<file path="src/logic/sbt_params.svh">
// constants of the boundary-scan test port
// assumes inclusion by bare name from package and modules
`ifndef SBT_PARAMS_SVH
`define SBT_PARAMS_SVH
`define SBT_IR_W 3
`define SBT_BSR_W 75
`define SBT_ID_W 32
`define SBT_IR_CAPT 3'h1
`define SBT_OP_EXTEST 3'h0
`define SBT_OP_IDCODE 3'h1
`define SBT_OP_SAMPZ 3'h2
`define SBT_OP_SAMPLE 3'h4
`define SBT_OP_BYPASS 3'h7
`define SBT_RESET_ONES 3'h5
`define SBT_ID_VALUE 32'h1234_5679
`endif

</file>
<file path="src/logic/sbt_pkg.sv">
// types of the boundary-scan test port
// assumes sbt_params.svh on the include path
`include "sbt_params.svh"
package sbt_pkg;
  typedef enum logic [15:0] {
    SBT_RESET = 16'h0001, SBT_IDLE = 16'h0002, SBT_SEL_DR = 16'h0004, SBT_CAP_DR = 16'h0008,
    SBT_SH_DR = 16'h0010, SBT_EX1_DR = 16'h0020, SBT_PA_DR = 16'h0040, SBT_EX2_DR = 16'h0080,
    SBT_UP_DR = 16'h0100, SBT_SEL_IR = 16'h0200, SBT_CAP_IR = 16'h0400, SBT_SH_IR = 16'h0800,
    SBT_EX1_IR = 16'h1000, SBT_PA_IR = 16'h2000, SBT_EX2_IR = 16'h4000, SBT_UP_IR = 16'h8000
  } sbt_state_t;
  typedef enum logic [1:0] {SBT_SEL_BYP = 2'h0, SBT_SEL_ID = 2'h1, SBT_SEL_BSR = 2'h2} sbt_path_t;
endpackage

</file>
<file path="src/logic/sbt_fsm.sv">
// sixteen-state test controller, steps on each sampled tck rise
// assumes tck_rise is one cycle wide, tms already synchronised
`timescale 1ns/10ps
`default_nettype none
module sbt_fsm
  import sbt_pkg::*;
(
  input wire logic clock,
  input wire logic resetn,
  input wire logic tck_rise,
  input wire logic tms,
  output var sbt_pkg::sbt_state_t state
);
  sbt_state_t next_state;
  always_comb begin
    case (state)
      SBT_RESET: next_state = tms ? SBT_RESET : SBT_IDLE;
      SBT_IDLE: next_state = tms ? SBT_SEL_DR : SBT_IDLE;
      SBT_SEL_DR: next_state = tms ? SBT_SEL_IR : SBT_CAP_DR;
      SBT_CAP_DR: next_state = tms ? SBT_EX1_DR : SBT_SH_DR;
      SBT_SH_DR: next_state = tms ? SBT_EX1_DR : SBT_SH_DR;
      SBT_EX1_DR: next_state = tms ? SBT_UP_DR : SBT_PA_DR;
      SBT_PA_DR: next_state = tms ? SBT_EX2_DR : SBT_PA_DR;
      SBT_EX2_DR: next_state = tms ? SBT_UP_DR : SBT_SH_DR;
      SBT_UP_DR: next_state = tms ? SBT_SEL_DR : SBT_IDLE;
      SBT_SEL_IR: next_state = tms ? SBT_RESET : SBT_CAP_IR;
      SBT_CAP_IR: next_state = tms ? SBT_EX1_IR : SBT_SH_IR;
      SBT_SH_IR: next_state = tms ? SBT_EX1_IR : SBT_SH_IR;
      SBT_EX1_IR: next_state = tms ? SBT_UP_IR : SBT_PA_IR;
      SBT_PA_IR: next_state = tms ? SBT_EX2_IR : SBT_PA_IR;
      SBT_EX2_IR: next_state = tms ? SBT_UP_IR : SBT_SH_IR;
      SBT_UP_IR: next_state = tms ? SBT_SEL_DR : SBT_IDLE;
      default: next_state = SBT_RESET;
    endcase
  end
  // five tms-high rises reach reset from any state [RL6]
  always_ff @(posedge clock or negedge resetn) begin
    if (!resetn) begin
      state <= SBT_RESET;
    end else if (tck_rise) begin
      state <= next_state; // [RL23]
    end
  end
endmodule
`default_nettype wire

</file>
<file path="src/logic/sbt_sync.sv">
// two-flop synchroniser for a pin level
// assumes the pin is asynchronous to clock
`timescale 1ns/10ps
`default_nettype none
module sbt_sync #(
  parameter logic INIT = 1'b1
) (
  input wire logic clock,
  input wire logic resetn,
  input wire logic pin,
  output logic level
);
  logic first;
  always_ff @(posedge clock or negedge resetn) begin
    if (!resetn) begin
      first <= INIT;
      level <= INIT;
    end else begin
      first <= pin;
      level <= first;
    end
  end
endmodule
`default_nettype wire

</file>
<file path="src/logic/sbt_tap.sv">
// boundary-scan test port of a synchronous memory
// assumes tck, tms, tdi come from pins; io_ring from memory pins
// Functional notes
// RL1 - sample on tck rise, outputs change on fall
// RL2 - tms and tdi read high when open
// RL3 - data enters msb, leaves lsb
// RL4 - tdo driven only in shift states
// RL5 - power-up reset leaves tdo off
// RL6 - five tms-high rises reset controller
// RL7 - instruction selects exactly one register
// RL8 - three-bit instruction, idcode after reset
// RL9 - instruction capture loads 01
// RL10 - bypass bit cleared under bypass
// RL11 - boundary register 75 cells
// RL12 - capture loads pins, shift connects it
// RL13 - id capture loads hardwired 32-bit code
// RL14 - instruction takes effect at update
// RL15 - all-zero code samples, outputs off
// RL16 - sample-z samples, outputs off
// RL17 - sample captures pin snapshot
// RL18 - update under sample acts like pause
// RL19 - bypass bit is path under bypass
// RL20 - controller never loads reserved codes; update_ir loads any shifted code into instr, reserved ones too
// RL21 - never drives memory, no preload
// RL22 - codes 000, 001, 010 are extest, idcode, sample-z
// RL23 - standard sixteen-state controller
// RL24 - bypass 111, sample 100
// RL25 - reserved codes select bypass
`timescale 1ns/10ps
`default_nettype none
`include "sbt_params.svh"
module sbt_tap
  import sbt_pkg::*;
#(
  parameter int BSR_W = `SBT_BSR_W,
  parameter logic [`SBT_ID_W-1:0] ID_VALUE = `SBT_ID_VALUE // arbitrary value
) (
  // system
  input wire logic clock,
  input wire logic resetn,
  // test pins
  input wire logic tck,
  input wire logic tms,
  input wire logic tdi,
  output logic tdo,
  output logic tdo_oe,
  // memory side
  input wire logic [BSR_W-1:0] io_ring,
  output logic mem_out_disable,
  output logic [`SBT_IR_W-1:0] instr
);
  import sbt_pkg::*;

  logic tck_s;
  logic tms_s;
  logic tdi_s;
  logic tck_d;
  logic tck_rise;
  logic tck_fall;
  sbt_state_t state;
  logic [`SBT_IR_W-1:0] ir_shift;
  logic bypass_bit;
  logic [`SBT_ID_W-1:0] id_shift;
  logic [BSR_W-1:0] bsr;
  wire logic [BSR_W-1:0] io_s2;
  logic next_tdo;
  logic next_tdo_oe;
  sbt_path_t path;
  logic sel_byp;
  logic sel_id;
  logic sel_bsr;
  logic capture_dr;
  logic shift_dr;
  logic capture_ir;
  logic shift_ir;
  logic update_ir;
  logic to_reset;

  // pins default high when open, as with the pull-ups [RL2]
  // tck rests low, so no false edge after reset
  sbt_sync #(
    .INIT(1'b0)
  ) u_tck (
    .clock(clock),
    .resetn(resetn),
    .pin(tck),
    .level(tck_s)
  );
  sbt_sync #(
    .INIT(1'b1)
  ) u_tms (
    .clock(clock),
    .resetn(resetn),
    .pin(tms),
    .level(tms_s)
  );
  sbt_sync #(
    .INIT(1'b1)
  ) u_tdi (
    .clock(clock),
    .resetn(resetn),
    .pin(tdi),
    .level(tdi_s)
  );

  always_ff @(posedge clock or negedge resetn) begin
    if (!resetn) begin
      tck_d <= 1'b0;
    end else begin
      tck_d <= tck_s;
    end
  end
  assign tck_rise = tck_s & ~tck_d; // [RL1]
  assign tck_fall = ~tck_s & tck_d;

  sbt_fsm u_fsm (
    .clock(clock),
    .resetn(resetn),
    .tck_rise(tck_rise),
    .tms(tms_s),
    .state(state)
  );

  // controller states decoded once, qualified by the tck rise
  assign capture_dr = tck_rise && (state == SBT_CAP_DR);
  assign shift_dr = tck_rise && (state == SBT_SH_DR);
  assign capture_ir = tck_rise && (state == SBT_CAP_IR);
  assign shift_ir = tck_rise && (state == SBT_SH_IR);
  assign update_ir = tck_rise && (state == SBT_UP_IR);
  // entering reset loads idcode at once, not one rise later [RL6] [RL8]
  assign to_reset = tck_rise && ((state == SBT_RESET) || (tms_s && (state == SBT_SEL_IR)));

  // io ring is asynchronous to clock; two flops per pin before capture
  for (genvar g = 0; g < BSR_W; g++) begin : g_io_sync
    sbt_sync #(
      .INIT(1'b0)
    ) u_io (
      .clock(clock),
      .resetn(resetn),
      .pin(io_ring[g]),
      .level(io_s2[g])
    );
  end

  function automatic sbt_path_t decode(input logic [`SBT_IR_W-1:0] op);
    case (op)
      `SBT_OP_EXTEST: decode = SBT_SEL_BSR; // [RL15] [RL22]
      `SBT_OP_IDCODE: decode = SBT_SEL_ID; // [RL13] [RL22]
      `SBT_OP_SAMPZ: decode = SBT_SEL_BSR; // [RL16] [RL22]
      `SBT_OP_SAMPLE: decode = SBT_SEL_BSR; // [RL17] [RL24]
      `SBT_OP_BYPASS: decode = SBT_SEL_BYP; // [RL19] [RL24]
      default: decode = SBT_SEL_BYP; // [RL25]
    endcase
  endfunction

  function automatic logic outs_off(input logic [`SBT_IR_W-1:0] op);
    case (op)
      `SBT_OP_EXTEST: outs_off = 1'b1; // [RL15]
      `SBT_OP_SAMPZ: outs_off = 1'b1; // [RL16]
      default: outs_off = 1'b0; // [RL21]
    endcase
  endfunction

  assign path = decode(instr); // [RL7]
  assign sel_byp = (path == SBT_SEL_BYP);
  assign sel_id = (path == SBT_SEL_ID);
  assign sel_bsr = (path == SBT_SEL_BSR);

  // instruction shift and capture
  always_ff @(posedge clock or negedge resetn) begin
    if (!resetn) begin
      ir_shift <= '0;
    end else if (capture_ir) begin
      ir_shift <= `SBT_IR_CAPT; // [RL9]
    end else if (shift_ir) begin
      ir_shift <= {tdi_s, ir_shift[`SBT_IR_W-1:1]}; // [RL3]
    end
  end

  // active instruction changes only at update or reset
  always_ff @(posedge clock or negedge resetn) begin
    if (!resetn) begin
      instr <= `SBT_OP_IDCODE; // [RL5] [RL8]
    end else if (to_reset) begin
      instr <= `SBT_OP_IDCODE; // [RL8]
    end else if (update_ir) begin
      instr <= ir_shift; // [RL14]
    end
  end

  always_ff @(posedge clock or negedge resetn) begin
    if (!resetn) begin
      mem_out_disable <= 1'b0;
    end else begin
      mem_out_disable <= outs_off(instr); // [RL15] [RL16] [RL21]
    end
  end

  // bypass bit
  always_ff @(posedge clock or negedge resetn) begin
    if (!resetn) begin
      bypass_bit <= 1'b0;
    end else if (sel_byp && capture_dr) begin
      bypass_bit <= 1'b0; // [RL10]
    end else if (sel_byp && shift_dr) begin
      bypass_bit <= tdi_s; // [RL19]
    end
  end

  // identification register
  always_ff @(posedge clock or negedge resetn) begin
    if (!resetn) begin
      id_shift <= '0;
    end else if (sel_id && capture_dr) begin
      id_shift <= ID_VALUE; // [RL13]
    end else if (sel_id && shift_dr) begin
      id_shift <= {tdi_s, id_shift[`SBT_ID_W-1:1]}; // [RL3]
    end
  end

  // boundary register; update does nothing, no preload path [RL18] [RL21]
  always_ff @(posedge clock or negedge resetn) begin
    if (!resetn) begin
      bsr <= '0;
    end else if (sel_bsr && capture_dr) begin
      bsr <= io_s2; // [RL11] [RL12] [RL17]
    end else if (sel_bsr && shift_dr) begin
      bsr <= {tdi_s, bsr[BSR_W-1:1]}; // [RL3] [RL12]
    end
  end

  always_comb begin
    if (state == SBT_SH_IR) begin
      next_tdo = ir_shift[0];
    end else begin
      case (path)
        SBT_SEL_ID: next_tdo = id_shift[0];
        SBT_SEL_BSR: next_tdo = bsr[0];
        default: next_tdo = bypass_bit;
      endcase
    end
  end

  // enable only in the two shift states [RL4]
  assign next_tdo_oe = (state == SBT_SH_DR) || (state == SBT_SH_IR);

  // tdo changes on tck fall [RL1]
  always_ff @(posedge clock or negedge resetn) begin
    if (!resetn) begin
      tdo <= 1'b0;
    end else if (tck_fall) begin
      tdo <= next_tdo;
    end
  end

  // enable changes on tck fall too, off from power-up [RL1] [RL5]
  always_ff @(posedge clock or negedge resetn) begin
    if (!resetn) begin
      tdo_oe <= 1'b0;
    end else if (tck_fall) begin
      tdo_oe <= next_tdo_oe; // [RL4]
    end
  end
endmodule
`default_nettype wire

</file>
<file path="config.mk">
export PLATFORM = sky130hd
export DESIGN_NAME = sbt_tap
export DESIGN_NICKNAME = d
export VERILOG_FILES = /design/src/logic/sbt_pkg.sv /design/src/logic/sbt_fsm.sv /design/src/logic/sbt_sync.sv /design/src/logic/sbt_tap.sv
export VERILOG_INCLUDE_DIRS = /design/src /design/src/logic
export SDC_FILE = /design/constraint.sdc
export NUM_CORES = 1
export LEC_CHECK = 0
export ABC_AREA = 1
export BUFFER_PORTS_ARGS = -buffer_cell sky130_fd_sc_hd__buf_2
export CORE_MARGIN = 10
export CORE_UTILIZATION = 33
export CTS_BUF_LIST = sky130_fd_sc_hd__clkbuf_8
export DETAILED_ROUTE_END_ITERATION = 16
export PLACE_DENSITY = 0.61
export SETUP_SLACK_MARGIN = 0.3
export SLEW_MARGIN = 20
export SYNTH_ARGS = -nofsm -noshare
export SYNTH_HDL_FRONTEND = slang
export SYNTH_SLANG_ARGS = --single-unit
export TNS_END_PERCENT = 100
</file>
<file path="constraint.sdc">
create_clock -name clock -period 2.45 [get_ports clock]
set_input_delay 0.49 -clock clock [delete_from_list [all_inputs] [get_ports clock]]
set_output_delay 0.49 -clock clock [all_outputs]
set_load 0.02 [all_outputs]
</file>
==> impl_summary.md, run 1 <==
Cells and area
Compared with the post-synthesis result, the final layout area differs by 23.7%. The sequential cells in the finished layout cover a total of approximately 7300 um2. The commonest non-fill, non-tap cell in the layout is sky130_fd_sc_hd__nand2_1. The multi-input combinational cells in the finished layout cover a total of 3060 um2. Leaving out fill and tap cells, the most frequent cells in the layout are 467 x sky130_fd_sc_hd__nand2_1, 284 x sky130_fd_sc_hd__dfrtp_1, 94 x sky130_fd_sc_hd__nand3_1, 84 x sky130_fd_sc_hd__buf_2, 61 x sky130_fd_sc_hd__clkbuf_8. The net total in the final layout is approximately 1300.

The number of antenna diodes in the final layout is 0. The layout has slightly above 3000 filler cells. In the final layout, the share of cells above drive strength 1 is 0.181.

STA
The accumulated negative setup slack is 0 ns. The number of max-slew violations in the final report is 0. Setup violations remaining at the end of the flow were counted as 0. The worst relative slew slack is 0.637. The final worst hold slack is about 0.042 ns. Dividing the final minimum period by the clock period gives 0.837. The count of endpoints failing hold in the final timing report is 0. The clock period could shrink to 2.05 ns. Static timing analysis puts the maximum clock frequency at approximately 490 MHz. The actual transition at the worst max-transition pin is between 0.5 and 0.6 ns. Setup repair after global routing left no endpoint under its margin. The clock tree skew after final layout is 0.0293 ns.

Logic synthesis
Synthesis produced a netlist with a net count of about 1200. The cell area that synthesis handed to floorplanning was 10700 um2. The share of synthesized area occupied by flip-flops and latches is 0.676.

The share of flip-flops with an asynchronous set or reset after synthesis is 1.00. Synthesis inferred 290 register bits. The post-synthesis average cell area is around 10 um2. Yosys printed 0 warnings. Counting flops with a built-in enable in the synthesized netlist gives 0. The most used flip-flop cell after synthesis is sky130_fd_sc_hd__dfrtp_1. Counting distinct cell types in the post-synthesis netlist gives 33.

Synthesis produced a netlist whose cell count is around 1100.

Setup path
The number of buffers and inverters on the critical path is 1. The capture instance of the worst register-to-register path is bsr[51]. The signal on the critical path passes through nor2_2, nand2_2, nor2_4, nand3_2, nor2_4, nand2_8, buf_16, nand2_1, nand2_1, nand2_1, nand2_1.

Measured in cells, the most critical reg-to-reg path has a length of 11. The worst setup path startpoint is u_fsm.state[10]. The endpoint kind of the worst setup timing path is a register.

STA classifies the critical path startpoint as a register. In this design, the critical path's most frequently occurring cell is sky130_fd_sc_hd__nand2_1. In this run the critical register-to-register path is launched from u_fsm.state[10]. The standard cell with the maximum stage delay on the critical path is sky130_fd_sc_hd__dfrtp_1. The worst stage delay on the critical path is 0.38 ns. The critical path in this run is classified as reg -> reg. Data on the critical path is required at its endpoint by around 2.9 ns. Of all nets on the critical path, the largest fanout is 22. The data arrival time of the critical path is 2.50 ns. On the critical path the largest part of the delay comes from simple AND/OR/NAND/NOR gates. The reg-to-reg setup timing slack is about 0.40 ns.

Drt
For this run, design rule violations remaining after detail routing come to 0. In this run, the number of DRC markers left after iteration 0 of detailed routing was 424. In the final routed layout, each cell accounts on average for about 13 um. After detailed routing, the total wire length is around 23 mm.

Before antenna repair, the detailed router went through 4 iterations. The detail-routed via count per cell is roughly 4.4. Summing over every cut layer, the via total after detailed routing is 7416. The count of nets left with antenna violations once routing finished came out at 0.

Pwr
The share of total power dissipated in sequential elements is 0.497. Dividing total power by cell area gives a power density of approximately 770 nW/um2. The internal power of the cells totals between 7000 and 8000 uW. The leakage dissipation is around 0.0068 uW. The net switching power is between 2000 and 3000 uW. The switching power share of the total is 0.253.

The worst ir drop on vdd is between 0.0004 and 0.0005 V. Of the total power, the clock network draws 0.413. The share of total power dissipated in combinational logic is 0.091.

Placed design
The total half-perimeter wirelength after legalization and detailed placement is ~13 mm. In this run the tool buffered the top-level ports with between 80 and 90 buffer cells. The final weighted congestion of routability-driven global placement is roughly 0.80.

Floorplan
The total core area is 31800 um2. The floorplan step set the die height to ~200 um. The die is around 200 um wide. The effective utilization at floorplan is 0.338.

86 I/O pins were placed. The count of standard-cell rows is 65. The floorplan step defined a die boundary enclosing approximately 40000 um2.

Clock tree
In this run the deepest clock path goes through 3 buffers. The CTS tree is built. The clock sink count is 290. The clock reaches the later pin of the worst-skew pair after about 0.56 ns. The root buffer cell is sky130_fd_sc_hd__clkbuf_8. The TritonCTS buffer count is 49. The clock-pin slew on the worst setup and hold paths is ~0.06 ns. The depth of the CTS H-tree is 2.

Min path
The number of cells on the worst hold path is 1. The worst hold path terminates at u_tck.first. The tightest min-delay check is of the in -> reg type. The hold path startpoint is tck.

Global route
For this run, the total global-route usage over all layers was measured as 0.112. Global routing finished with a remaining overflow of 0. The pin count of the biggest net entering global routing is a little under 70. The number of global-route vias before repair came to just under 8000.

The number of antenna violations at the first check in global routing was 0. The first-pass GRT wire length is 38.5 mm.

Outcome
The run finished with clean final reports.

Run
Across the run, the number of max-cap violations was 0.
-- layout make-up --
class,instances,share of cell area
Clock buffer,61,0.0632
Clock inverter,23,0.0104
Inverter,44,0.0124
Multi-Input combinational cell,689,0.231
Sequential cell,290,0.547
Tap cell,435,0.0410
Timing Repair Buffer,157,0.0954
-- through the flow --
step | util | cell area, um2 | setup slack, ns | power, uW | instances
after floorplan | - | 10700 | 0.449 | 5600 | 1072
after global placement | 0.366 | 11600 | 0.268 | 6000 | 1563
after detailed placement | 0.366 | 11600 | 0.233 | 6000 | 1563
after CTS | 0.409 | 13000 | 0.301 | 10400 | 1684
after global routing | 0.418 | 13300 | 0.271 | 10700 | 1699
final | 0.418 | 13300 | 0.399 | 10200 | 1699
-- sequential cells by signal, indices dropped and copies added, names as in the netlist, 3 cells and up --
name and count:
instr 3, id_shift 32, g_io_sync.u_io.level 75, bsr 75, u_fsm.state 16, g_io_sync.u_io.first 75
ir_shift 3
-- cell usage after synthesis (6+ instances only) --
cell type | n | share of area
sky130_fd_sc_hd__a21oi_1 | 26 | 0.012
sky130_fd_sc_hd__a22oi_1 | 6 | 0.0042
sky130_fd_sc_hd__buf_2 | 14 | 0.0065
sky130_fd_sc_hd__buf_4 | 7 | 0.0049
sky130_fd_sc_hd__buf_6 | 14 | 0.015
sky130_fd_sc_hd__clkbuf_1 | 13 | 0.0045
sky130_fd_sc_hd__dfrtp_1 | 284 | 0.66
sky130_fd_sc_hd__dfstp_2 | 6 | 0.015
sky130_fd_sc_hd__inv_1 | 40 | 0.014
sky130_fd_sc_hd__nand2_1 | 468 | 0.16
sky130_fd_sc_hd__nand3_1 | 94 | 0.044
sky130_fd_sc_hd__nor2_1 | 28 | 0.0098
sky130_fd_sc_hd__nor2_2 | 6 | 0.0035
sky130_fd_sc_hd__o21ai_0 | 21 | 0.0098
sky130_fd_sc_hd__o21ai_1 | 7 | 0.0033
-- power groups by stage --
| stage | registers, uW | clock network, uW | logic, uW |
|---|---|---|---|
| after global routing | 5080 | 4620 | 1050 |
| after global placement | 5150 | 0 | 849 |
| final | 5060 | 4210 | 923 |
| after floorplan | 5150 | 0 | 454 |
| after CTS | 5070 | 4380 | 909 |
| after detailed placement | 5150 | 0 | 855 |
-- layer usage --
metal,GRT usage,share of wire
met3,0.0243,0.037
met4,0.0387,0.018
met2,0.184,0.47
met1,0.143,0.47
met5,0,0
-- timing repair --
action / in CTS / in global routing
hold endpoints to repair: 96 / 1
buffers inserted: 0 / 11
setup endpoints to repair: 76 / 107
hold buffers: 37 / 1
cloned: 0 / 3
pin swaps: 0 / 8
resized for setup: 4 / 23
-- how the worst max path moves through the flow --
stage               cells past startpoint  slack (ns)          end
floorplan                              11        0.45      bsr[10]
global placement                        8        0.27  id_shift[7]
detailed placement                      8        0.23  id_shift[7]
CTS                                     9        0.30      bsr[58]
global route                           11        0.27      bsr[56]
finish                                 11        0.40      bsr[51]
-- cells by family after synthesis --
kind of cell             count (synthesis)  synth area share
AND/OR/NAND/NOR                        619             0.240
AO/OA/AOI/OAI                           67            0.0341
buffers and inverters                   93            0.0464
flip-flops                             290             0.676
adder cells (fa/ha/maj)                  3           0.00350
(Power assumes the default switching activity.)
==> run 2, diff against run 1 <==
Settings changed: ABC_AREA 1 to 0.
Clock period 2.45 ns to 1.99 ns, I/O delays scaled along.
==> run 2 against run 1 <==
  * The flow now finishes with violations (negative setup slack)
  * Global-route usage up 0.48 points
  * Design area up 14%
  * Area after synthesis down 5.1%
  * Highest routed layer unchanged
  * Sequential power up 25%
  * Combinational power up 93%
  * Critical path depth down 5
  * Setup slack worse by 0.70 ns
  * Fmax down 10%
  * Via count down 6.6%
  * Sequential share of layout area down 6.6 points
  * Synthesized cell count down 29%
  * Worst hold slack better by 0.27 ns
==> impl_summary.md, run 2 <==
Logic synthesis
The post-synthesis average cell area was 13.5 um2 (+34%). The total nets after synthesis came to 840 (-27%). The number of enable flip-flop cells after synthesis is 0 (unchanged). The post-synthesis register bit count is 290 (unchanged). The most common cell in the netlist is sky130_fd_sc_hd__dfrtp_1. The number of instances in the synthesized netlist is 757 (-29%).

Sorting the synthesized cells by area gives the leading types as sky130_fd_sc_hd__dfrtp_1 70%, sky130_fd_sc_hd__mux2i_1 7.7%, sky130_fd_sc_hd__a21oi_1 3.9%. The cell area after synthesis is 10200 um2 (-5.1%). The warning count from the yosys run is 0 (unchanged). The count of unique library cells instantiated by Yosys is 45 (+36%). The share of synthesized area occupied by flip-flops and latches came to 0.713 (+0.0366). The share of flip-flops with an asynchronous set or reset after synthesis is 1.00 (unchanged). For this run, the leading register cell type out of synthesis is sky130_fd_sc_hd__dfrtp_1. The area share of the leading cell type in the synthesized netlist is 0.698 (+0.0358). Ranked by instance count, the synthesized netlist is headed by 284 x sky130_fd_sc_hd__dfrtp_1, 86 x sky130_fd_sc_hd__nor2_1, 79 x sky130_fd_sc_hd__a21oi_1.

The post-synthesis cell type with the largest combined area is sky130_fd_sc_hd__dfrtp_1.

Clock tree
The source-to-sink clock delay at the later pin of the worst-skew pair was 0.57 ns (about the same). The clock tree buffer depth was 3 (unchanged). The clock-pin slew on the worst setup and hold paths is 0.06 ns (about the same).

The clock sink count is 290 (unchanged). In this run the clock root is driven by a sky130_fd_sc_hd__clkbuf_8. The TritonCTS buffer count is 48 (-2.0%). The depth of the CTS H-tree came to 2 (unchanged). The CTS tree is built.

Pwr
The clock share of power was 0.405 (-0.008). The switching power share of the total was 0.247 (-0.00575). The power per cell area is 905 nW/um2 (+18%).

The worst ir drop on vdd is 0.000502 V (+13%). The net switching power is 3370 uW (+31%). The cell internal power dissipation came to 10300 uW (+35%). The combinational power share is 0.130 (+0.039). The sequential power share is 0.465 (-0.032). The leakage dissipation is 0.00664 uW (-2.7%).

STA
The clock tree skew after final layout is 0.0206 ns (-0.00869 ns). The count of endpoints failing hold in the final timing report is 0 (unchanged). The number of max-slew violations in the final report is 0 (unchanged). Setup repair after global routing could not meet its margin everywhere. The actual transition at the worst max-transition pin is 0.689 ns (+0.145 ns). The final period demand of the worst path is 2.29 ns (+0.236 ns). The worst-case setup margin in the final layout is -0.297 ns (-0.696 ns). The setup-violating endpoint count in the final report is 122 (+122). The accumulated negative setup slack is -28.50 ns (-28.50 ns).

The upper clock frequency limit is 437 MHz (-10%). The post-route clock period utilization is 1.15 (+0.312). The worst relative slew slack came to 0.540 (-0.0969).

Floorplan
The effective utilization at floorplan was 0.334 (-0.00381). The number of top-level pins is 86 (unchanged). The vertical extent of the die is 196 um (-2.3%). The overall die area is 38300 um2 (-4.6%). The total core area is 30500 um2 (-4.1%). The die span in x is 196 um (-2.3%). The count of standard-cell rows is 64 (-1.5%).

Outcome
The run finished, with violations left. The checks that failed: negative setup slack.

Placed design
The total half-perimeter wirelength after legalization and detailed placement is 12.7 mm (-3.7%). The post-placement cell count came to 1254 (-20%). The final weighted congestion of routability-driven global placement is 0.860 (+8.1%).

The area of placed instances was 11700 um2 (+0.41%). The placement-stage worst setup slack was -0.350 ns (-0.583 ns). The number of input and output port buffers inserted was 85 (unchanged).

Drt
The DRC violations left came to 0 (unchanged). The uppermost layer routed is met4. The number of vias after detailed routing was 6928 (-6.6%). The routed wirelength normalized by instance count was 16.4 um (+23%). The total iterations of the first detailed-routing run came to 4 (unchanged). The total wire length is 24.2 mm (+6.8%). The length of routed met2 wiring is 12.1 mm (+13%). The DRC violation total after the first TritonRoute iteration is 297 (-30%). The wire length on met3 is 946 um (+13%). The detail-routed via count per cell is 4.70 (+7.6%). The remaining number of nets flagged by the antenna check after routing is 0 (unchanged). The routed length on met1 was 10.6 mm (-0.25%).

Setup path
The standard cell with the maximum stage delay on the critical path is sky130_fd_sc_hd__or4_4. The cell family contributing the most delay on the critical path is simple AND/OR/NAND/NOR gates. Traced cell by cell, the critical path runs through or4_4, or4_4, nor2_4, and3_4, buf_12, a22o_1. The worst stage delay on the critical path was 0.56 ns (+0.18 ns). The number of buffer and inverter instances along the worst setup path was 1 (unchanged).

STA classifies the critical path endpoint as a register. The critical path in this run is classified as reg -> reg. The data required time at the worst endpoint is 2.48 ns (-0.42 ns). The cell occurring most often along the worst timing path is sky130_fd_sc_hd__or4_4. The data arrival time of the critical path is 2.77 ns (+0.27 ns).

The nature of the critical path startpoint is a register. The biggest fanout along the worst timing path is 9 (-59%).

Global route
The overflow left after global routing is 0 (unchanged). The number of global-route vias before repair is 7263 (-6.6%). The first-pass GRT wire length is 37.5 mm (-2.6%). The number of antenna violations at the first check in global routing is 0 (unchanged).

The all-layer global routing usage is 0.117 (+0.00481). The pin count of the biggest net entering global routing is 70 (+2.9%).

Cells and area
From synthesis to final layout, the design area changed by 48.3%. The library cell used most frequently in the layout, excluding fill and tap cells, is sky130_fd_sc_hd__dfrtp_1. The layout cell share with drive strength beyond 1 was 0.410 (+0.228). The final cell utilization of the core is 0.495 (+0.0776). In the layout the commonest cells are 284 x sky130_fd_sc_hd__dfrtp_1, 82 x sky130_fd_sc_hd__buf_2, 79 x sky130_fd_sc_hd__dlygate4sd3_1, 64 x sky130_fd_sc_hd__a21oi_2, 64 x sky130_fd_sc_hd__mux2i_1.

The number of standard cells in the final layout excluding fillers came to 1475 (-13%). The final antenna diode count came to 0 (unchanged). The final design instance area without fill was 15100 um2 (+14%). The largest registers in the layout are bsr: 75 flops, g_io_sync.u_io.first: 75 flops, g_io_sync.u_io.level: 75 flops.

The net total in the final layout was 1123 (-15%).

Min path
The class of the worst hold path is in -> async.

Run
The number of max-cap violations is 0 (unchanged).
run 2: cell types whose count changed after synthesis, moves of 7 or more:
cell / before / now
sky130_fd_sc_hd__buf_6: 14 / 0
sky130_fd_sc_hd__a22o_1: 0 / 29
sky130_fd_sc_hd__a21oi_1: 26 / 79
sky130_fd_sc_hd__mux2i_1: 0 / 78
sky130_fd_sc_hd__o22a_1: 0 / 14
sky130_fd_sc_hd__nand3_1: 94 / 8
sky130_fd_sc_hd__nand2_1: 468 / 22
sky130_fd_sc_hd__o21ai_1: 7 / 0
sky130_fd_sc_hd__inv_1: 40 / 7
sky130_fd_sc_hd__o21ai_0: 21 / 14
sky130_fd_sc_hd__nor2_1: 28 / 86
sky130_fd_sc_hd__or4_1: 0 / 8
sky130_fd_sc_hd__buf_2: 14 / 27
sky130_fd_sc_hd__nor4_1: 0 / 10
run 2: worst paths after layout:
path	startpoint	to	slack, ns	depth (start not counted)
max in group asynchronous	resetn	g_io_sync[15].u_io.first	0.92	3
max reg2reg	u_fsm.state[15]	id_shift[1]	-0.30	6
min reg2reg	g_io_sync[67].u_io.first	g_io_sync[67].u_io.level	0.34	0
max	u_fsm.state[15]	id_shift[1]	-0.30	6
min in group clock	g_io_sync[67].u_io.first	g_io_sync[67].u_io.level	0.34	0
min	resetn	g_io_sync[30].u_io.level	0.31	2
run 2: routing by layer:
metal,vias to the layer above,track usage
met5,-,0
li1,3236,-
met2,138,0.188
met1,3511,0.153
met3,43,0.0247
met4,0,0.0413
run 2: timing repair:
item | 4_1_cts | 5_1_grt
setup buffers | 17 | 14
gates resized for setup | 72 | 128
endpoints found under the hold margin | 111 | 0
setup endpoints to repair | 131 | 133
cloned | 8 | 14
pin swaps | 21 | 29
hold buffers | 79 | 0
run 2: cell families (layout without fill, tap and decap cells):
family | Yosys count | count (layout) | synth area share
adder cells (fa/ha/maj) | 3 | 3 | 0.00368
AND/OR/NAND/NOR | 168 | 169 | 0.0777
multiplexers | 78 | 78 | 0.0766
buffers and inverters | 59 | 380 | 0.0273
AO/OA/AOI/OAI | 153 | 153 | 0.0964
XOR/XNOR | 6 | 6 | 0.00516
flip-flops | 290 | 290 | 0.713
run 2: power groups by stage:
stage	clock network, uW	registers, uW	logic [uW]
6_report	5540	6350	1780
5_1_grt	5990	6380	1920
4_1_cts	5700	6340	1560
3_5_place_dp	0	6450	1160
3_3_place_gp	0	6440	1150
2_1_floorplan	0	6420	617
run 2: layout make-up:
class	count	area (um2)
Multi-Input combinational cell	409	3470
Clock buffer	60	826
Fill cell	2567	15400
Clock inverter	29	228
Inverter	7	26.3
Tap cell	396	495
Sequential cell	290	7260
Timing Repair Buffer	284	2800
run 2: metrics by stage:
step	power (uW)	hold WS (ns)
2_1_floorplan	7030	0.102
3_3_place_gp	7590	0.295
3_5_place_dp	7600	0.298
4_1_cts	13600	0.281
5_1_grt	14300	0.309
6_report	13700	0.311
